**config.mk**
```make
export PLATFORM = sky130hd
export DESIGN_NAME = sanm_mdio_regs
export DESIGN_NICKNAME = d
export VERILOG_FILES = /design/src/sanm_mdio_regs.v /design/src/sanm_sync.v
export VERILOG_INCLUDE_DIRS = /design/src /design/src/src
export SDC_FILE = /design/constraint.sdc
export NUM_CORES = 1
export LEC_CHECK = 0
export ABC_CLOCK_PERIOD_IN_PS = 5650
export BUFFER_PORTS_ARGS = -buffer_cell sky130_fd_sc_hd__buf_2
export CAP_MARGIN = 20
export CORE_ASPECT_RATIO = 0.8
export CORE_MARGIN = 5
export CORE_UTILIZATION = 29
export DETAILED_ROUTE_END_ITERATION = 12
export PLACE_DENSITY_LB_ADDON = 0.15
export SLEW_MARGIN = 15
export SYNTH_ARGS = -nofsm -noshare
export SYNTH_HDL_FRONTEND = slang
export SYNTH_HIERARCHICAL = 1
export SYNTH_SLANG_ARGS = --single-unit
```
**constraint.sdc**
```tcl
create_clock -name core_clk -period 5.65 [get_ports core_clk]
set_input_delay 0.2825 -clock core_clk [delete_from_list [all_inputs] [get_ports core_clk]]
set_output_delay 0.2825 -clock core_clk [all_outputs]
set_load 0.1 [all_outputs]
```
**src/sanm_defines.vh**
```
`ifndef SANM_DEFINES_VH
`define SANM_DEFINES_VH

// ==========================================================
// Register addresses (clause 22, five bits)
`define SANM_ADDR_PARTNER_ABILITY   5'h05
`define SANM_ADDR_NEG_EXPANSION     5'h06
`define SANM_ADDR_NP_TRANSMIT       5'h07
`define SANM_ADDR_NP_RECEIVE        5'h08
`define SANM_ADDR_EXT_STATUS        5'h0f
`define SANM_ADDR_IRQ_CONTROL       5'h10

// ==========================================================
// Partner ability field positions
`define SANM_PA_LINK                15
`define SANM_PA_ACK                 14
`define SANM_PA_DUPLEX              12
`define SANM_PA_SPEED_HI            11
`define SANM_PA_SPEED_LO            10
`define SANM_PA_LINK_RST            1'h1
`define SANM_PA_SPEED_RST           2'h0

// ==========================================================
// Expansion and interrupt control field positions
`define SANM_EXP_NP_ABLE            2
`define SANM_EXP_PAGE_RX            1
`define SANM_IRQ_STATUS             1
`define SANM_IRQ_ENABLE             0
`define SANM_IRQ_ENABLE_RST         1'h1

// ==========================================================
// Constant register images and the next-page receive reset value
`define SANM_NP_TRANSMIT_RST        16'h2001
`define SANM_NP_RECEIVE_RST         16'h0000
`define SANM_EXT_STATUS_VAL         16'h8000

// ==========================================================
// Management frame fields and bit counts
`define SANM_OP_READ                2'h2
`define SANM_OP_WRITE               2'h1
`define SANM_HDR_BITS               5'h0c
`define SANM_TA_BITS                5'h02
`define SANM_DATA_BITS              5'h10
`define SANM_SKIP_BITS              5'h12

`endif

```
**src/sanm_mdio_regs.v**
```verilog
`timescale 1ns/1ns
`include "sanm_defines.vh"

module sanm_mdio_regs
(
   input  wire        core_clk,
   input  wire        reset_n,
   input  wire        mdc,
   input  wire        mdio_in,
   output wire        mdio_out,
   output wire        mdio_oe,
   input  wire [4:0]  phy_addr,
   input  wire [15:0] lp_ability_word,
   input  wire        lp_ability_valid,
   input  wire [15:0] np_rx_word,
   input  wire        np_rx_valid,
   input  wire        page_received,
   input  wire        an_complete,
   output wire        negotiation_done_irq
);

   // ==========================================================
   // Frame states, one-hot
   localparam [7:0] S_IDLE  = 8'h01;
   localparam [7:0] S_START = 8'h02;
   localparam [7:0] S_HDR   = 8'h04;
   localparam [7:0] S_RTA   = 8'h08;
   localparam [7:0] S_RDATA = 8'h10;
   localparam [7:0] S_WTA   = 8'h20;
   localparam [7:0] S_WDATA = 8'h40;
   localparam [7:0] S_SKIP  = 8'h80;

   wire        mdc_s;
   wire        mdio_s;
   reg         mdc_prev_reg;
   wire        mdc_rise;

   reg [7:0]   state_reg;
   reg [4:0]   cnt_reg;
   reg [11:0]  hdr_reg;
   reg [15:0]  shift_reg;
   reg [4:0]   addr_reg;
   reg         out_reg;
   reg         oe_reg;
   reg         wr_pulse_reg;
   reg         rd_exp_pulse;

   reg         lp_link_reg;
   reg         lp_ack_reg;
   reg         lp_duplex_reg;
   reg [1:0]   lp_speed_reg;
   reg [15:0]  np_rx_reg;
   reg         page_rx_reg;
   reg         irq_en_reg;
   reg         irq_stat_reg;
   reg         irq_stat_next;
   reg [15:0]  rd_data;

   wire [11:0] hdr_full;
   wire [1:0]  hdr_op;
   wire [4:0]  hdr_phy;
   wire [4:0]  hdr_reg_addr;
   wire        addr_hit;

   // ==========================================================
   // Management pins cross into the core clock
   sanm_sync
   #(
      .WIDTH (2)
   )
   u_pin_sync
   (
      .core_clk (core_clk),
      .reset_n  (reset_n),
      .async_in ({mdc, mdio_in}),
      .sync_out ({mdc_s, mdio_s})
   );

   // Edge finder reads the second stage only
   always @(posedge core_clk or negedge reset_n)
   begin
      if (!reset_n)
         mdc_prev_reg <= 1'b1;
      else
         mdc_prev_reg <= mdc_s;
   end

   assign mdc_rise = mdc_s & ~mdc_prev_reg;

   // ==========================================================
   // Header decode; the last address bit arrives on this edge
   assign hdr_full     = {hdr_reg[10:0], mdio_s};
   assign hdr_op       = hdr_full[11:10];
   assign hdr_phy      = hdr_full[9:5];
   assign hdr_reg_addr = hdr_full[4:0];
   assign addr_hit     = (hdr_reg_addr == `SANM_ADDR_PARTNER_ABILITY) |
                         (hdr_reg_addr == `SANM_ADDR_NEG_EXPANSION) |
                         (hdr_reg_addr == `SANM_ADDR_NP_TRANSMIT) |
                         (hdr_reg_addr == `SANM_ADDR_NP_RECEIVE) |
                         (hdr_reg_addr == `SANM_ADDR_EXT_STATUS) |
                         (hdr_reg_addr == `SANM_ADDR_IRQ_CONTROL);

   // Read image of every register in this bank
   always @*
   begin
      case (hdr_reg_addr)
         `SANM_ADDR_PARTNER_ABILITY:
            rd_data = {lp_link_reg, lp_ack_reg, 1'b0, lp_duplex_reg,
                       lp_speed_reg, 9'h000, 1'b1};
         `SANM_ADDR_NEG_EXPANSION:
            rd_data = {13'h0000, 1'b1, page_rx_reg, 1'b0};
         `SANM_ADDR_NP_TRANSMIT:
            rd_data = `SANM_NP_TRANSMIT_RST;
         `SANM_ADDR_NP_RECEIVE:
            rd_data = np_rx_reg;
         `SANM_ADDR_EXT_STATUS:
            rd_data = `SANM_EXT_STATUS_VAL;
         `SANM_ADDR_IRQ_CONTROL:
            rd_data = {14'h0000, irq_stat_reg, irq_en_reg};
         default:
            rd_data = 16'h0000;
      endcase
   end

   // ==========================================================
   // Clause 22 frame engine, advanced on each mdc rising edge.
   // Foreign addresses are skipped so a second slave can answer.
   always @(posedge core_clk or negedge reset_n)
   begin
      if (!reset_n)
      begin
         state_reg    <= S_IDLE;
         cnt_reg      <= 5'h00;
         hdr_reg      <= 12'h000;
         shift_reg    <= 16'h0000;
         addr_reg     <= 5'h00;
         out_reg      <= 1'b1;
         oe_reg       <= 1'b0;
         wr_pulse_reg <= 1'b0;
         rd_exp_pulse <= 1'b0;
      end
      else
      begin
         wr_pulse_reg <= 1'b0;
         rd_exp_pulse <= 1'b0;
         if (mdc_rise)
         begin
            case (state_reg)
               S_IDLE:
               begin
                  // Preamble may be suppressed; first zero opens
                  if (!mdio_s)
                     state_reg <= S_START;
               end
               S_START:
               begin
                  cnt_reg   <= 5'h00;
                  state_reg <= mdio_s ? S_HDR : S_IDLE;
               end
               S_HDR:
               begin
                  hdr_reg <= hdr_full;
                  cnt_reg <= cnt_reg + 5'h01;
                  if (cnt_reg == `SANM_HDR_BITS - 5'h01)
                  begin
                     cnt_reg  <= 5'h00;
                     addr_reg <= hdr_reg_addr;
                     if (hdr_phy == phy_addr && addr_hit &&
                         hdr_op == `SANM_OP_READ)
                     begin
                        shift_reg    <= rd_data;
                        rd_exp_pulse <= (hdr_reg_addr ==
                                         `SANM_ADDR_NEG_EXPANSION);
                        state_reg    <= S_RTA;
                     end
                     else if (hdr_phy == phy_addr && addr_hit &&
                              hdr_op == `SANM_OP_WRITE)
                        state_reg <= S_WTA;
                     else
                        state_reg <= S_SKIP;
                  end
               end
               S_RTA:
               begin
                  // Second turnaround bit is driven low by us
                  oe_reg    <= 1'b1;
                  out_reg   <= 1'b0;
                  state_reg <= S_RDATA;
               end
               S_RDATA:
               begin
                  if (cnt_reg == `SANM_DATA_BITS)
                  begin
                     oe_reg    <= 1'b0;
                     out_reg   <= 1'b1;
                     state_reg <= S_IDLE;
                  end
                  else
                  begin
                     out_reg   <= shift_reg[15];
                     shift_reg <= {shift_reg[14:0], 1'b0};
                     cnt_reg   <= cnt_reg + 5'h01;
                  end
               end
               S_WTA:
               begin
                  cnt_reg <= cnt_reg + 5'h01;
                  if (cnt_reg == `SANM_TA_BITS - 5'h01)
                  begin
                     cnt_reg   <= 5'h00;
                     state_reg <= S_WDATA;
                  end
               end
               S_WDATA:
               begin
                  shift_reg <= {shift_reg[14:0], mdio_s};
                  cnt_reg   <= cnt_reg + 5'h01;
                  if (cnt_reg == `SANM_DATA_BITS - 5'h01)
                  begin
                     wr_pulse_reg <= 1'b1;
                     state_reg    <= S_IDLE;
                  end
               end
               S_SKIP:
               begin
                  // Ride out another slave's frame so its data is
                  // never mistaken for a start pattern
                  cnt_reg <= cnt_reg + 5'h01;
                  if (cnt_reg == `SANM_SKIP_BITS - 5'h01)
                     state_reg <= S_IDLE;
               end
               default:
               begin
                  state_reg <= S_IDLE;
                  oe_reg    <= 1'b0;
               end
            endcase
         end
      end
   end

   assign mdio_out = out_reg;
   assign mdio_oe  = oe_reg;

   // ==========================================================
   // Partner words captured from the negotiation logic
   always @(posedge core_clk or negedge reset_n)
   begin
      if (!reset_n)
      begin
         lp_link_reg   <= `SANM_PA_LINK_RST;
         lp_ack_reg    <= 1'b0;
         lp_duplex_reg <= 1'b0;
         lp_speed_reg  <= `SANM_PA_SPEED_RST;
         np_rx_reg     <= `SANM_NP_RECEIVE_RST;
      end
      else
      begin
         if (lp_ability_valid)
         begin
            lp_link_reg   <= lp_ability_word[`SANM_PA_LINK];
            lp_ack_reg    <= lp_ability_word[`SANM_PA_ACK];
            lp_duplex_reg <= lp_ability_word[`SANM_PA_DUPLEX];
            lp_speed_reg  <= lp_ability_word[`SANM_PA_SPEED_HI:
                                             `SANM_PA_SPEED_LO];
         end
         if (np_rx_valid)
            np_rx_reg <= np_rx_word;
      end
   end

   // ==========================================================
   // Page-received flag; a new page beats the read clear
   always @(posedge core_clk or negedge reset_n)
   begin
      if (!reset_n)
         page_rx_reg <= 1'b0;
      else if (page_received)
         page_rx_reg <= 1'b1;
      else if (rd_exp_pulse)
         page_rx_reg <= 1'b0;
   end

   // ==========================================================
   // Interrupt control; only enable and status take writes
   always @*
   begin
      irq_stat_next = irq_stat_reg;
      if (wr_pulse_reg && addr_reg == `SANM_ADDR_IRQ_CONTROL &&
          !shift_reg[`SANM_IRQ_STATUS])
         irq_stat_next = 1'b0;
      if (an_complete)
         irq_stat_next = 1'b1;
      if (!irq_en_reg)
         irq_stat_next = 1'b0;
   end

   always @(posedge core_clk or negedge reset_n)
   begin
      if (!reset_n)
      begin
         irq_en_reg   <= `SANM_IRQ_ENABLE_RST;
         irq_stat_reg <= 1'b0;
      end
      else
      begin
         if (wr_pulse_reg && addr_reg == `SANM_ADDR_IRQ_CONTROL)
            irq_en_reg <= shift_reg[`SANM_IRQ_ENABLE];
         irq_stat_reg <= irq_stat_next;
      end
   end

   // Interrupt pin is the status flop itself
   assign negotiation_done_irq = irq_stat_reg;

endmodule

```
**src/sanm_sync.v**
```verilog
`timescale 1ns/1ns

// ==========================================================
// Two-stage synchroniser, one lane per bit
module sanm_sync
#(
   parameter WIDTH = 1
)
(
   input  wire             core_clk,
   input  wire             reset_n,
   input  wire [WIDTH-1:0] async_in,
   output wire [WIDTH-1:0] sync_out
);

   reg [WIDTH-1:0] meta_reg;
   reg [WIDTH-1:0] sync_reg;

   // First stage feeds only the second stage
   always @(posedge core_clk or negedge reset_n)
   begin
      if (!reset_n)
      begin
         meta_reg <= {WIDTH{1'b1}};
         sync_reg <= {WIDTH{1'b1}};
      end
      else
      begin
         meta_reg <= async_in;
         sync_reg <= meta_reg;
      end
   end

   assign sync_out = sync_reg;

endmodule

```
# ---- Word-level counts from Yosys, hierarchy flattened
# Index checks and enable logic that the tools add are counted.
# Widths: inputs -> output; s select.
dict set report classes {
  add_sub_neg 1
  eq_ne 32
  muxes 35
  bitwise_logic 8
  n_reduce_logical 19
}
# operator n
set ops {}
lappend ops {{$pmux 16 s6} 1}
lappend ops {{$mux 8} 8}
lappend ops {{$pmux 8 s8} 1}
lappend ops {{$mux 16} 3}
lappend ops {{$pmux 16 s3} 1}
lappend ops {{$pmux 5 s5} 1}
lappend ops {{$eq 5x4->1 const B} 4}
lappend ops {{$eq 5x5->1 const B} 4}
lappend ops {{$ne 2x2->1 const B} 8}
lappend ops {{$eq 5x3->1 const B} 3}
lappend ops {{$mux 5} 3}
lappend ops {{$mux 1} 14}
lappend ops {{$reduce_and 3->1} 3}
lappend ops {{$eq 8x1->1 const B} 1}
lappend ops {{$eq 8x2->1 const B} 1}
lappend ops {{$eq 8x3->1 const B} 1}
lappend ops {{$eq 8x4->1 const B} 1}
lappend ops {{$eq 8x5->1 const B} 1}
lappend ops {{$eq 8x6->1 const B} 1}
lappend ops {{$eq 8x7->1 const B} 1}
lappend ops {{$eq 8x8->1 const B} 1}
lappend ops {{$reduce_and 7->1} 1}
lappend ops {{$reduce_or 6->1} 1}
lappend ops {{$add 5x1->5 const B} 1}
lappend ops {{19 further kinds} 30}
dict set report totals {
  reg_bits 78
  input_bits 45
  out_inout_bits 3
}

# ---- Longest topological paths before layout
# Gate-level depths: netlist of the first run.
dict set report depth {
  ltp_word 12
  mapped_depth 10
  mapped_depth_nobuf 8
}

# ---- By module
# The synthesis of the first run kept the hierarchy.
# mod n_inst cells_per_inst area_each_um2
set modules_own_cells {}
lappend modules_own_cells {sanm_mdio_regs 1 326 3741.1}
lappend modules_own_cells {sanm_sync 1 4 105.1}

# ---- Least setup slack after synthesis of the first run
# Ideal clock, no wire load.
dict set report synth_path {
  path_kind {register -> register}
  from {register hdr_reg[0]}
  to {register shift_reg[0]}
  setup_ns 0.125
  arrival_ns 2.105
  t_required_ns 5.525
  setup_slack_ns 3.419
  path_stages_with_launch 10
  n_path_buf 3
  period_less_slack_ns 2.231
  path_cell_list {dfrtp_1 -> nor3_2 -> and3_1 -> buf_6 -> a311oi_2 -> nor4_2 -> o221a_1 -> buf_6 -> buf_12 -> mux2_4}
}
dict set report synth_between {
  elab_chain_len 10
}
# item line
set synth_lines {}
lappend synth_lines {{from (decl)} sanm_mdio_regs.v:40} ;# reg [11:0] hdr_reg;
lappend synth_lines {{from (signal assigned)} sanm_mdio_regs.v:162} ;# hdr_reg <= hdr_full;
lappend synth_lines {{$eq 5x3->1} sanm_mdio_regs.v:106} ;# case (hdr_reg_addr)
lappend synth_lines {{$or 1x1->1 (5 in a row)} sanm_mdio_regs.v:96} ;# assign addr_hit = (hdr_reg_addr == `SANM_ADDR_PARTNER_ABILITY) |
lappend synth_lines {{$logic_and 1x1->1} sanm_mdio_regs.v:168} ;# if (hdr_phy == phy_addr && addr_hit &&
lappend synth_lines {{$logic_and 1x1->1 (no line)} n/a}
lappend synth_lines {{$ne 2x2->1 (no line)} n/a}
lappend synth_lines {{$reduce_and 5->1 (no line)} n/a}
lappend synth_lines {{to (signal assigned)} sanm_mdio_regs.v:171} ;# shift_reg <= rd_data;
lappend synth_lines {{to (signal assigned)} sanm_mdio_regs.v:201} ;# shift_reg <= {shift_reg[14:0], 1'b0};
lappend synth_lines {{to (signal assigned)} sanm_mdio_regs.v:216} ;# shift_reg <= {shift_reg[14:0], mdio_s};
lappend synth_lines {{to (decl)} sanm_mdio_regs.v:41} ;# reg [15:0] shift_reg;
# Parallel ways exist; a longest one is shown, timed or not. The select of a mux whose other input is x is not followed.
# A chain may end at the register's enable or synchronous reset.

# ---- Worst setup path in the final report of the first run
dict set report layout_path {
  from {register state_reg[1]}
  to {register shift_reg[10]}
}
dict set report layout_between {
  elab_chain_len 3
}
# item line
set layout_lines {}
lappend layout_lines {{from (decl)} sanm_mdio_regs.v:38} ;# reg [7:0] state_reg;
lappend layout_lines {{from (signal assigned)} sanm_mdio_regs.v:158} ;# state_reg <= mdio_s ? S_HDR : S_IDLE;
lappend layout_lines {{$eq 8x3->1, or another cell as far along} sanm_mdio_regs.v:148} ;# case (state_reg)
lappend layout_lines {{$ne 2x2->1 (no line) or $reduce_bool 3->1 (tied branches)} n/a}
lappend layout_lines {{$reduce_and 5->1 (no line)} n/a}
# Parallel ways exist; a longest one is shown, timed or not.

==> impl_metrics.csv, run 1 <==
group,metric,value,unit
yosys,synthMostInstantiatedCell,"dfrtp_1",
cts,cts_resized,0,
layout,synthToLayoutAreaGrowth,16.6,%
layout,drive_above_1_share,0.351,
critical_path,r2r_slack,2.11,ns
critical_path,max_stage_delay,1.05,ns
critical_path,required,5.87,ns
outcome,failed_checks,"hold timing",
yosys,synth_top_area_frac,0.449,
outcome,status,"finished with violations",
critical_path,cp_top_family,"simple AND/OR/NAND/NOR gates",
critical_path,reg2reg_from,"state_reg[1]",
critical_path,worst_r2r_endpoint,"shift_reg[10]",
floorplanning,start_util,0.298,
placement,place_congestion,0.825,
critical_path,cp.depth,5,
yosys,netlist_instances,330,
route,num_vias,2603,
route,drtIter0Drc,154,
yosys,syn_nets,379,
pwr,peakVddDrop,0.000138,V
grt,overflow,0,
yosys,ys_seq_elements,78,
cts,clkSinkCount,78,
timing,slew-limit-headroom,0.295,
yosys,synth_edf_count,0,
critical_path,critPathCapture,"shift_reg[10]",
critical_path,critPathLaunchType,"flip-flop",
floorplanning,boundaryPins,48,
job,cap_viol_max_count,0,
route,detail-route-antenna-nets,0,
timing,period_share,0.627,
route,routed_wl,8.37,mm
critical_path,rr_worst_depth,5,
cts,cts-hold-fix-buffers,0,
yosys,synthTopCellsByArea,"dfrtp_1, mux2_2, dfstp_2",
timing,drv_slew,0,
yosys,yosysWarnings,6,
timing,clock_skew,0.00752,ns
floorplanning,core-area,0.0129,mm^2
timing,layout_min_cycle_time,3.54,ns
critical_path,crit_type,"reg -> reg",
route,drc,0,
cts,cts_buffer_depth,2,
hold_path,hold_class,"in -> async",
grt,antenna_found_initial,0,
timing,fmax,0.282,GHz
grt,grt_usage,0.113,
placement,hpwl,5.69,mm
timing,hold_viol,5,
layout,nNetsFinal,409,
critical_path,cp_slowest_cell,"o221a_1",
cts,postCtsSetupRepairBufs,0,
grt,grt_max_degree,79,
cts,clkLatencyLatePin,0.33,ns
critical_path,path_buf_inv,0,
placement,dpl_cell_area,0.00415,mm^2
layout,antenna_cells,0,
grt,grt_first_pass_wirelength,14.0,mm
yosys,synth_flop_cell,"dfrtp_1",
pwr,p_leak,1.98,nW
timing,rsz0062_at_grt,"no",
timing,worst_pin_slew,1.06,ns
timing,setup_tns,0,ns
yosys,ys_async_sr_fraction,1.00,
floorplanning,die_y,113,um
yosys,synthesis.area,0.00385,mm^2
placement,portBuffers,36,
yosys,synth.distinct_cells,49,
cts,cts_tree,"done",
route,dr.pass1.iters,4,
yosys,synth_commonest_cells,"dfrtp_1, mux2_2, nand2_1",
route,detail_route.wl_per_cell,15.5,um
cts,cts_max_level,3,
route,vias_per_cell,4.82,
critical_path,endpoint_kind,"flip-flop",
yosys,syn_area_per_cell,11.7,um^2
timing,setup_violations,0,
critical_path,critPathLaunch,"state_reg[1]",
floorplanning,die_width,139,um
timing,whs,-0.0165,ns
critical_path,crit_fanout,26,
critical_path,worstPathArrival,3.76,ns
pwr,power-per-cell-area,326,mW/mm^2
grt,grt_pass1_vias,2581,
cts,clock-root-buffer,"clkbuf_16",
critical_path,worstPathCellList,"nor4_1 -> and2_1 -> and3_1 -> o221a_1 -> mux2_2",
yosys,yosysTopAreaCell,"dfrtp_1",
layout,final_area,0.00448,mm^2
floorplanning,design.die.area,0.0157,mm^2
cts,cts-buffers-inserted,9,
cts,clkTransAtPathRegs,0.06,ns
floorplanning,rows,37,
yosys,ys_seq_area_frac,0.510,
-- through the flow --
stage                util  setup slack (ns)  power [mW]  hold slack (ns)  instances
floorplan               -              3.42       0.772          -0.0131        330
finish              0.347              2.11        1.46          -0.0165        540
global route        0.347              1.94        1.54           0.0167        540
CTS                 0.347              2.08        1.49           0.0168        540
detailed placement  0.321              2.09       0.833            0.348        524
global placement    0.321              2.07       0.831            0.348        524
-- cells in the final DEF (no fill, tap or decap), types with 3 or more instances in the layout --
master      n
ha_1        4
mux2_4     10
nand3_1     6
xor2_1      4
nor2_1     12
buf_2      35
and3_1      8
nor3_1      3
nor4_1      5
xnor2_1     4
clkbuf_16   9
dfrtp_1    69
o21ai_0    19
nand2b_1    5
o21a_1      4
mux2_2     48
nand2_1    33
a22o_1     11
a21oi_1     4
o22ai_1     3
dfstp_2     9
inv_1      13
nor4b_1     5
-- cell families (layout without fill, tap and decap cells) --
| group | Yosys count | after routing | share of synthesized area |
|---|---|---|---|
| AND/OR/NAND/NOR | 93 | 93 | 0.132 |
| flip-flops | 78 | 78 | 0.510 |
| buffers and inverters | 30 | 65 | 0.0384 |
| adder cells (fa/ha/maj) | 5 | 5 | 0.0159 |
| multiplexers | 59 | 59 | 0.182 |
| XOR/XNOR | 8 | 8 | 0.0182 |
| AO/OA/AOI/OAI | 57 | 57 | 0.103 |
-- worst min-delay path by stage --
stage | startpoint | endpoint | slack (ns) | depth (start not counted)
2_1_floorplan | reset_n | addr_reg[0] | -0.01 | 0
3_3_place_gp | u_pin_sync/meta_reg[0] | u_pin_sync/sync_out[0] | 0.35 | 0
3_5_place_dp | u_pin_sync/meta_reg[0] | u_pin_sync/sync_out[0] | 0.35 | 0
4_1_cts | mdio_in | u_pin_sync/meta_reg[0] | 0.02 | 1
5_1_grt | mdio_in | u_pin_sync/meta_reg[0] | 0.02 | 1
6_report | reset_n | cnt_reg[3] | -0.02 | 1
-- cell type report --
cell class,count,area [um^2]
inverter,13,48.8
multi-input combinational,222,1740
sequential,78,1960
clock inverter,6,92.6
timing repair buffer,36,186
fill,1279,8430
clock buffer,10,239
tap,175,219
-- per-layer routing --
layer	global-route usage	wire, um	share of wire
met1	0.170	4450	0.53
met2	0.148	3370	0.40
met3	0.0325	420	0.050
met4	0.0456	130	0.016
met5	0	0	0
-- power breakdown --
group	internal, mW	total (mW)	switching [mW]
Sequential	0.598	0.643	0.0443
Combinational	0.0889	0.179	0.0904
Clock	0.402	0.641	0.239
No activity file was read; power rests on OpenSTA's default activity.
==> run 2, diff against run 1 <==
--- a/config.mk
+++ b/config.mk
@@ -6,7 +6,7 @@
 export SDC_FILE = /design/constraint.sdc
 export NUM_CORES = 1
 export LEC_CHECK = 0
-export ABC_CLOCK_PERIOD_IN_PS = 5650
+export ABC_CLOCK_PERIOD_IN_PS = 3650
 export BUFFER_PORTS_ARGS = -buffer_cell sky130_fd_sc_hd__buf_2
 export CAP_MARGIN = 20
 export CORE_ASPECT_RATIO = 0.8
==> constraint.sdc (replaced) <==
create_clock -name core_clk -period 3.65 [get_ports core_clk]
set_input_delay 0.1825 -clock core_clk [delete_from_list [all_inputs] [get_ports core_clk]]
set_output_delay 0.1825 -clock core_clk [all_outputs]
set_load 0.1 [all_outputs]
==> impl_metrics.csv, run 2 (same netlist as run 1, synthesis figures left out) <==
group,metric,value,unit
layout,drive_above_1_share,0.355,
timing,setup_tns,0,ns
floorplanning,boundaryPins,48,
cts,cts_tree,"done",
critical_path,cp_top_family,"simple AND/OR/NAND/NOR gates",
route,drc,0,
critical_path,crit_type,"reg -> reg",
cts,cts-buffers-inserted,9,
layout,nNetsFinal,416,
critical_path,worstPathCellList,"nor4_1 -> and2_1 -> and3_1 -> buf_4 -> nor2_1 -> a22o_1 -> mux2_4",
floorplanning,die_y,113,um
cts,cts_buffer_depth,2,
layout,most-common-layout-cells,"dfrtp_1, mux2_2, buf_2, nand2_1, o21ai_0",
route,routed_wl,8.15,mm
critical_path,worstPathArrival,3.03,ns
route,dr.pass1.iters,4,
route,detail_route.wl_per_cell,14.9,um
cts,clkLatencyLatePin,0.34,ns
critical_path,critPathLaunchType,"flip-flop",
pwr,finalPower,2.22,mW
hold_path,holdPathStages,2,
grt,grt_usage,0.108,
grt,grt_max_degree,79,
hold_path,hold_class,"in -> reg",
route,drtIter0Drc,90,
layout,final_common_cell,"dfrtp_1",
route,detail-route-antenna-nets,0,
floorplanning,rows,37,
outcome,status,"finished clean",
cts,clkSinkCount,78,
layout,final_area,0.00454,mm^2
floorplanning,start_util,0.298,
grt,grt_first_pass_wirelength,13.6,mm
critical_path,max_stage_delay,0.54,ns
timing,rsz0062_at_grt,"no",
route,vias_per_cell,4.67,
placement,portBuffers,36,
timing,fmax,0.357,GHz
grt,overflow,0,
placement,dpl_cell_area,0.00417,mm^2
timing,layout_min_cycle_time,2.80,ns
timing,setup_violations,0,
timing,period_share,0.767,
critical_path,required,3.87,ns
critical_path,cp.depth,7,
timing,clock_skew,0.00792,ns
timing,slew-limit-headroom,0.352,
grt,grt_pass1_vias,2528,
floorplanning,design.die.area,0.0157,mm^2
pwr,p_leak,2.02,nW
placement,hpwl,5.74,mm
route,num_vias,2555,
layout,synthToLayoutAreaGrowth,18.1,%
cts,cts_max_level,3,
cts,clkTransAtPathRegs,0.06,ns
critical_path,path_buf_inv,1,
timing,hold_viol,0,
critical_path,rr_worst_depth,7,
floorplanning,die_width,139,um
grt,antenna_found_initial,0,
layout,postLayoutCoreUtil,0.352,
floorplanning,core-area,0.0129,mm^2
critical_path,crit_fanout,15,
timing,worst_pin_slew,0.962,ns
placement,place_congestion,0.795,
critical_path,endpoint_kind,"flip-flop",
timing,whs,0.0280,ns
layout,antenna_cells,0,
timing,drv_slew,0,
pwr,power-per-cell-area,488,mW/mm^2
cts,clock-root-buffer,"clkbuf_16",
pwr,peakVddDrop,0.000238,V
job,cap_viol_max_count,0,
critical_path,cp_slowest_cell,"and3_1",
-- run 2: timing repair --
action / CTS / global route
endpoints found under the hold margin: 2 / 17
hold buffers: 2 / 1
endpoints found under the setup margin: 0 / 0
gates resized for setup: 0 / 0
setup buffers: 0 / 0
-- run 2: worst paths after layout --
check	start	endpoint	slack, ns
worst max-delay path	state_reg[1]	shift_reg[12]	0.85
worst min-delay path	page_received	page_rx_reg	0.03
worst max register to register	state_reg[1]	shift_reg[12]	0.85
worst min register to register	u_pin_sync/meta_reg[1]	u_pin_sync/sync_out[1]	0.36
max in group asynchronous	reset_n	state_reg[0]	2.71
min in group asynchronous	reset_n	cnt_reg[1]	0.30
-- run 2: final cells by class --
cell class	instances	area (um^2)
clock buffers	9	225
multi-input cells	222	1740
clock inverters	7	87.6
fillers	1302	8370
flip-flops and latches	78	1960
well taps	175	219
repair buffers	43	263
inverters	13	48.8
-- run 2: report_power, final --
| part | internal, mW | leakage [nW] | switching [mW] |
|---|---|---|---|
| registers | 0.926 | 1.01 | 0.0709 |
| logic | 0.143 | 0.860 | 0.140 |
| clock network | 0.548 | 0.155 | 0.391 |
-- run 2: stage by stage --
step,setup slack (ns),cells
after floorplan,1.42,330
after global placement,0.891,527
after detailed placement,0.908,527
after CTS,0.839,545
after global routing,0.689,547
final,0.849,547
-- run 2: routing by layer --
metal | global-route usage | share of wire | vias to the layer above | wire [um]
li1 | - | - | 1263 | -
met1 | 0.161 | 0.54 | 1237 | 4390
met2 | 0.150 | 0.41 | 46 | 3370
met3 | 0.0275 | 0.033 | 9 | 269
met4 | 0.0404 | 0.015 | 0 | 122
met5 | 0 | 0 | - | 0
==> run 3, diff against run 2 <==
--- a/config.mk
+++ b/config.mk
@@ -6,7 +6,8 @@
 export SDC_FILE = /design/constraint.sdc
 export NUM_CORES = 1
 export LEC_CHECK = 0
-export ABC_CLOCK_PERIOD_IN_PS = 3650
+export ABC_AREA = 1
+export ABC_CLOCK_PERIOD_IN_PS = 2800
 export BUFFER_PORTS_ARGS = -buffer_cell sky130_fd_sc_hd__buf_2
 export CAP_MARGIN = 20
 export CORE_ASPECT_RATIO = 0.8
==> constraint.sdc (replaced) <==
create_clock -name core_clk -period 2.8 [get_ports core_clk]
set_input_delay 0.14 -clock core_clk [delete_from_list [all_inputs] [get_ports core_clk]]
set_output_delay 0.14 -clock core_clk [all_outputs]
set_load 0.1 [all_outputs]
==> impl_metrics.csv, run 3 <==
group,metric,value,unit
yosys,syn_area_per_cell,8.26,um^2
floorplanning,rows,38,
route,vias_per_cell,4.63,
layout,nNetsFinal,591,
hold_path,hold_class,"in -> reg",
pwr,peakVddDrop,0.000293,V
hold_path,holdPathStages,3,
critical_path,crit_type,"reg -> reg",
cts,cts-buffers-inserted,9,
pwr,p_leak,2.35,nW
pwr,power-per-cell-area,621,mW/mm^2
floorplanning,start_util,0.299,
cts,postCtsSetupRepairBufs,0,
yosys,synth_commonest_cells,"nand2_1, dfrtp_1, inv_1",
yosys,synth_flop_cell,"dfrtp_1",
timing,rsz0062_at_grt,"no",
yosys,synth_edf_count,0,
timing,clock_skew,0.00908,ns
layout,num-fill-cells,1425,
cts,cts_max_level,3,
pwr,clock_power_share,0.438,
layout,synthToLayoutAreaGrowth,19.1,%
pwr,internal_power,2.22,mW
pwr,finalPower,3.04,mW
yosys,yosysWarnings,6,
cts,cts_resized,0,
layout,most-common-layout-cells,"nand2_1, dfrtp_1, inv_1, nand3_1, buf_2",
yosys,ys_seq_elements,78,
grt,antenna_found_initial,0,
critical_path,worstPathCellList,"nor2_1 -> nand4_2 -> nand2_2 -> inv_2 -> nand2_4 -> nand3_4 -> nand2_1 -> nand2_1",
placement,place_congestion,0.772,
critical_path,required,3.02,ns
floorplanning,core-area,0.0137,mm^2
pwr,pwr-share-comb,0.145,
yosys,yosysTopAreaCell,"dfrtp_1",
yosys,synthTopCellsByArea,"dfrtp_1, nand2_1, dfstp_2",
hold_path,whs_endpoint,"np_rx_reg[14]",
critical_path,cp_top_family,"simple AND/OR/NAND/NOR gates",
timing,hold_viol,0,
job,cap_viol_max_count,0,
timing,worst_pin_slew,0.508,ns
route,drtIter0Drc,143,
critical_path,critPathLaunchType,"flip-flop",
timing,slew-limit-headroom,0.659,
yosys,ys_seq_area_frac,0.477,
yosys,synth.distinct_cells,37,
outcome,status,"finished clean",
timing,period_share,0.774,
floorplanning,die_y,117,um
yosys,synthesis.area,0.00411,mm^2
floorplanning,die_width,143,um
timing,setup_tns,0,ns
placement,portBuffers,36,
route,drc,0,
placement,hpwl,6.84,mm
layout,drive_above_1_share,0.207,
grt,grt_pass1_vias,3324,
yosys,syn_nets,547,
critical_path,crit_top_cell,"nand2_1",
layout,antenna_cells,0,
cts,clock-root-buffer,"clkbuf_16",
cts,cts_buffer_depth,2,
hold_path,hp-start,"np_rx_word[14]",
cts,clkTransAtPathRegs,0.06,ns
layout,seq_area,0.00196,mm^2
timing,fmax,0.461,GHz
yosys,synthMostInstantiatedCell,"nand2_1",
cts,clkLatencyLatePin,0.33,ns
critical_path,cp_slowest_cell,"dfrtp_1",
timing,setup_violations,0,
timing,drv_slew,0,
pwr,swShare,0.270,
pwr,switchingPower,0.822,mW
cts,cts-hold-fix-buffers,4,
yosys,synth_top_area_frac,0.420,
critical_path,rr_worst_depth,8,
route,num_vias,3365,
grt,grt_usage,0.123,
yosys,netlist_instances,498,
critical_path,reg2reg_from,"state_reg[3]",
timing,layout_min_cycle_time,2.17,ns
critical_path,worstPathArrival,2.39,ns
grt,overflow,0,
cts,clkSinkCount,78,
layout,final_common_cell,"nand2_1",
yosys,ys_async_sr_fraction,1.00,
floorplanning,design.die.area,0.0167,mm^2
route,detail_route.wl_per_cell,13.1,um
critical_path,worst_r2r_endpoint,"shift_reg[14]",
route,routed_wl,9.51,mm
grt,grt_max_degree,79,
critical_path,crit_fanout,17,
route,detail-route-antenna-nets,0,
layout,multiInputGateArea,0.00187,mm^2
critical_path,max_stage_delay,0.41,ns
timing,whs,0.0192,ns
cts,cts_tree,"done",
critical_path,endpoint_kind,"flip-flop",
critical_path,r2r_slack,0.63,ns
grt,grt_first_pass_wirelength,16.4,mm
route,dr.pass1.iters,4,
critical_path,path_buf_inv,1,
pwr,seq_power_share,0.417,
floorplanning,boundaryPins,48,
## run 3: cell types whose count changed after synthesis, sizes merged, moves of 7 or more
| cell | change |
|---|---|
| a22o | -11 |
| and3 | -8 |
| clkbuf | -7 |
| inv | +36 |
| mux2 | -42 |
| nand2 | +136 |
| nand3 | +34 |
| nand4 | +35 |
| nor2 | +27 |
| o21ai | +15 |
## run 3: cells by family (layout without fill, tap and decap cells)
family / count (synthesis) / in the layout / share of synthesized area
AOI/OAI and AO/OA: 41 / 41 / 0.0545
xor gates and xnor gates: 3 / 3 / 0.00639
adders and majority gates: 4 / 4 / 0.0122
buffers and inverters: 64 / 113 / 0.0666
DFF: 78 / 78 / 0.477
muxes: 16 / 16 / 0.0438
and+or+nand+nor: 292 / 292 / 0.339
## run 3: through the flow
stage                     area, um^2  setup WS (ns)  utilization  cells
after global routing            4890          0.426        0.356    727
after detailed placement        4470          0.637        0.326    705
final                           4890          0.633        0.356    727
after floorplan                 4110           1.09            -    498
after CTS                       4860          0.625        0.353    725
after global placement          4470          0.633        0.326    705
## run 3: metal layers
metal / routed length, um / part of all wire / track usage
met5: 0 / 0 / 0
met4: 89 / 0.0094 / 0.0266
met3: 411 / 0.043 / 0.0336
met2: 4200 / 0.44 / 0.192
met1: 4810 / 0.51 / 0.172
## run 3: tightest hold or removal path, cell delays in order
cell	delay [ns]
buf_2	0.08
nand2_1	0.04
o21ai_0	0.06
## run 3: area by class of cell
class,count,area share
multi-input combinational,356,0.383
sequential,78,0.401
timing repair buffer,48,0.0624
tap,180,0.0460
clock inverter,4,0.0156
inverter,49,0.0376
clock buffer,12,0.0544
## run 3: worst max-delay path by stage
stage,start,endpoint,slack (ns),cells past startpoint
after detailed placement,state_reg[3],shift_reg[9],0.64,8
after global routing,state_reg[3],shift_reg[9],0.43,8
after floorplan,u_pin_sync/sync_out[1],shift_reg[3],1.09,8
after global placement,state_reg[3],cnt_reg[1],0.63,10
final,state_reg[3],shift_reg[14],0.63,8
after CTS,state_reg[3],shift_reg[14],0.63,8
## run 3: power groups by stage
| stage | sequential (mW) | clock [mW] | combinational [mW] |
|---|---|---|---|
| after global placement | 1.28 | 0 | 0.432 |
| after CTS | 1.27 | 1.37 | 0.439 |
| after floorplan | 1.27 | 0 | 0.319 |
| final | 1.27 | 1.33 | 0.441 |
| after detailed placement | 1.29 | 0 | 0.434 |
| after global routing | 1.28 | 1.41 | 0.503 |
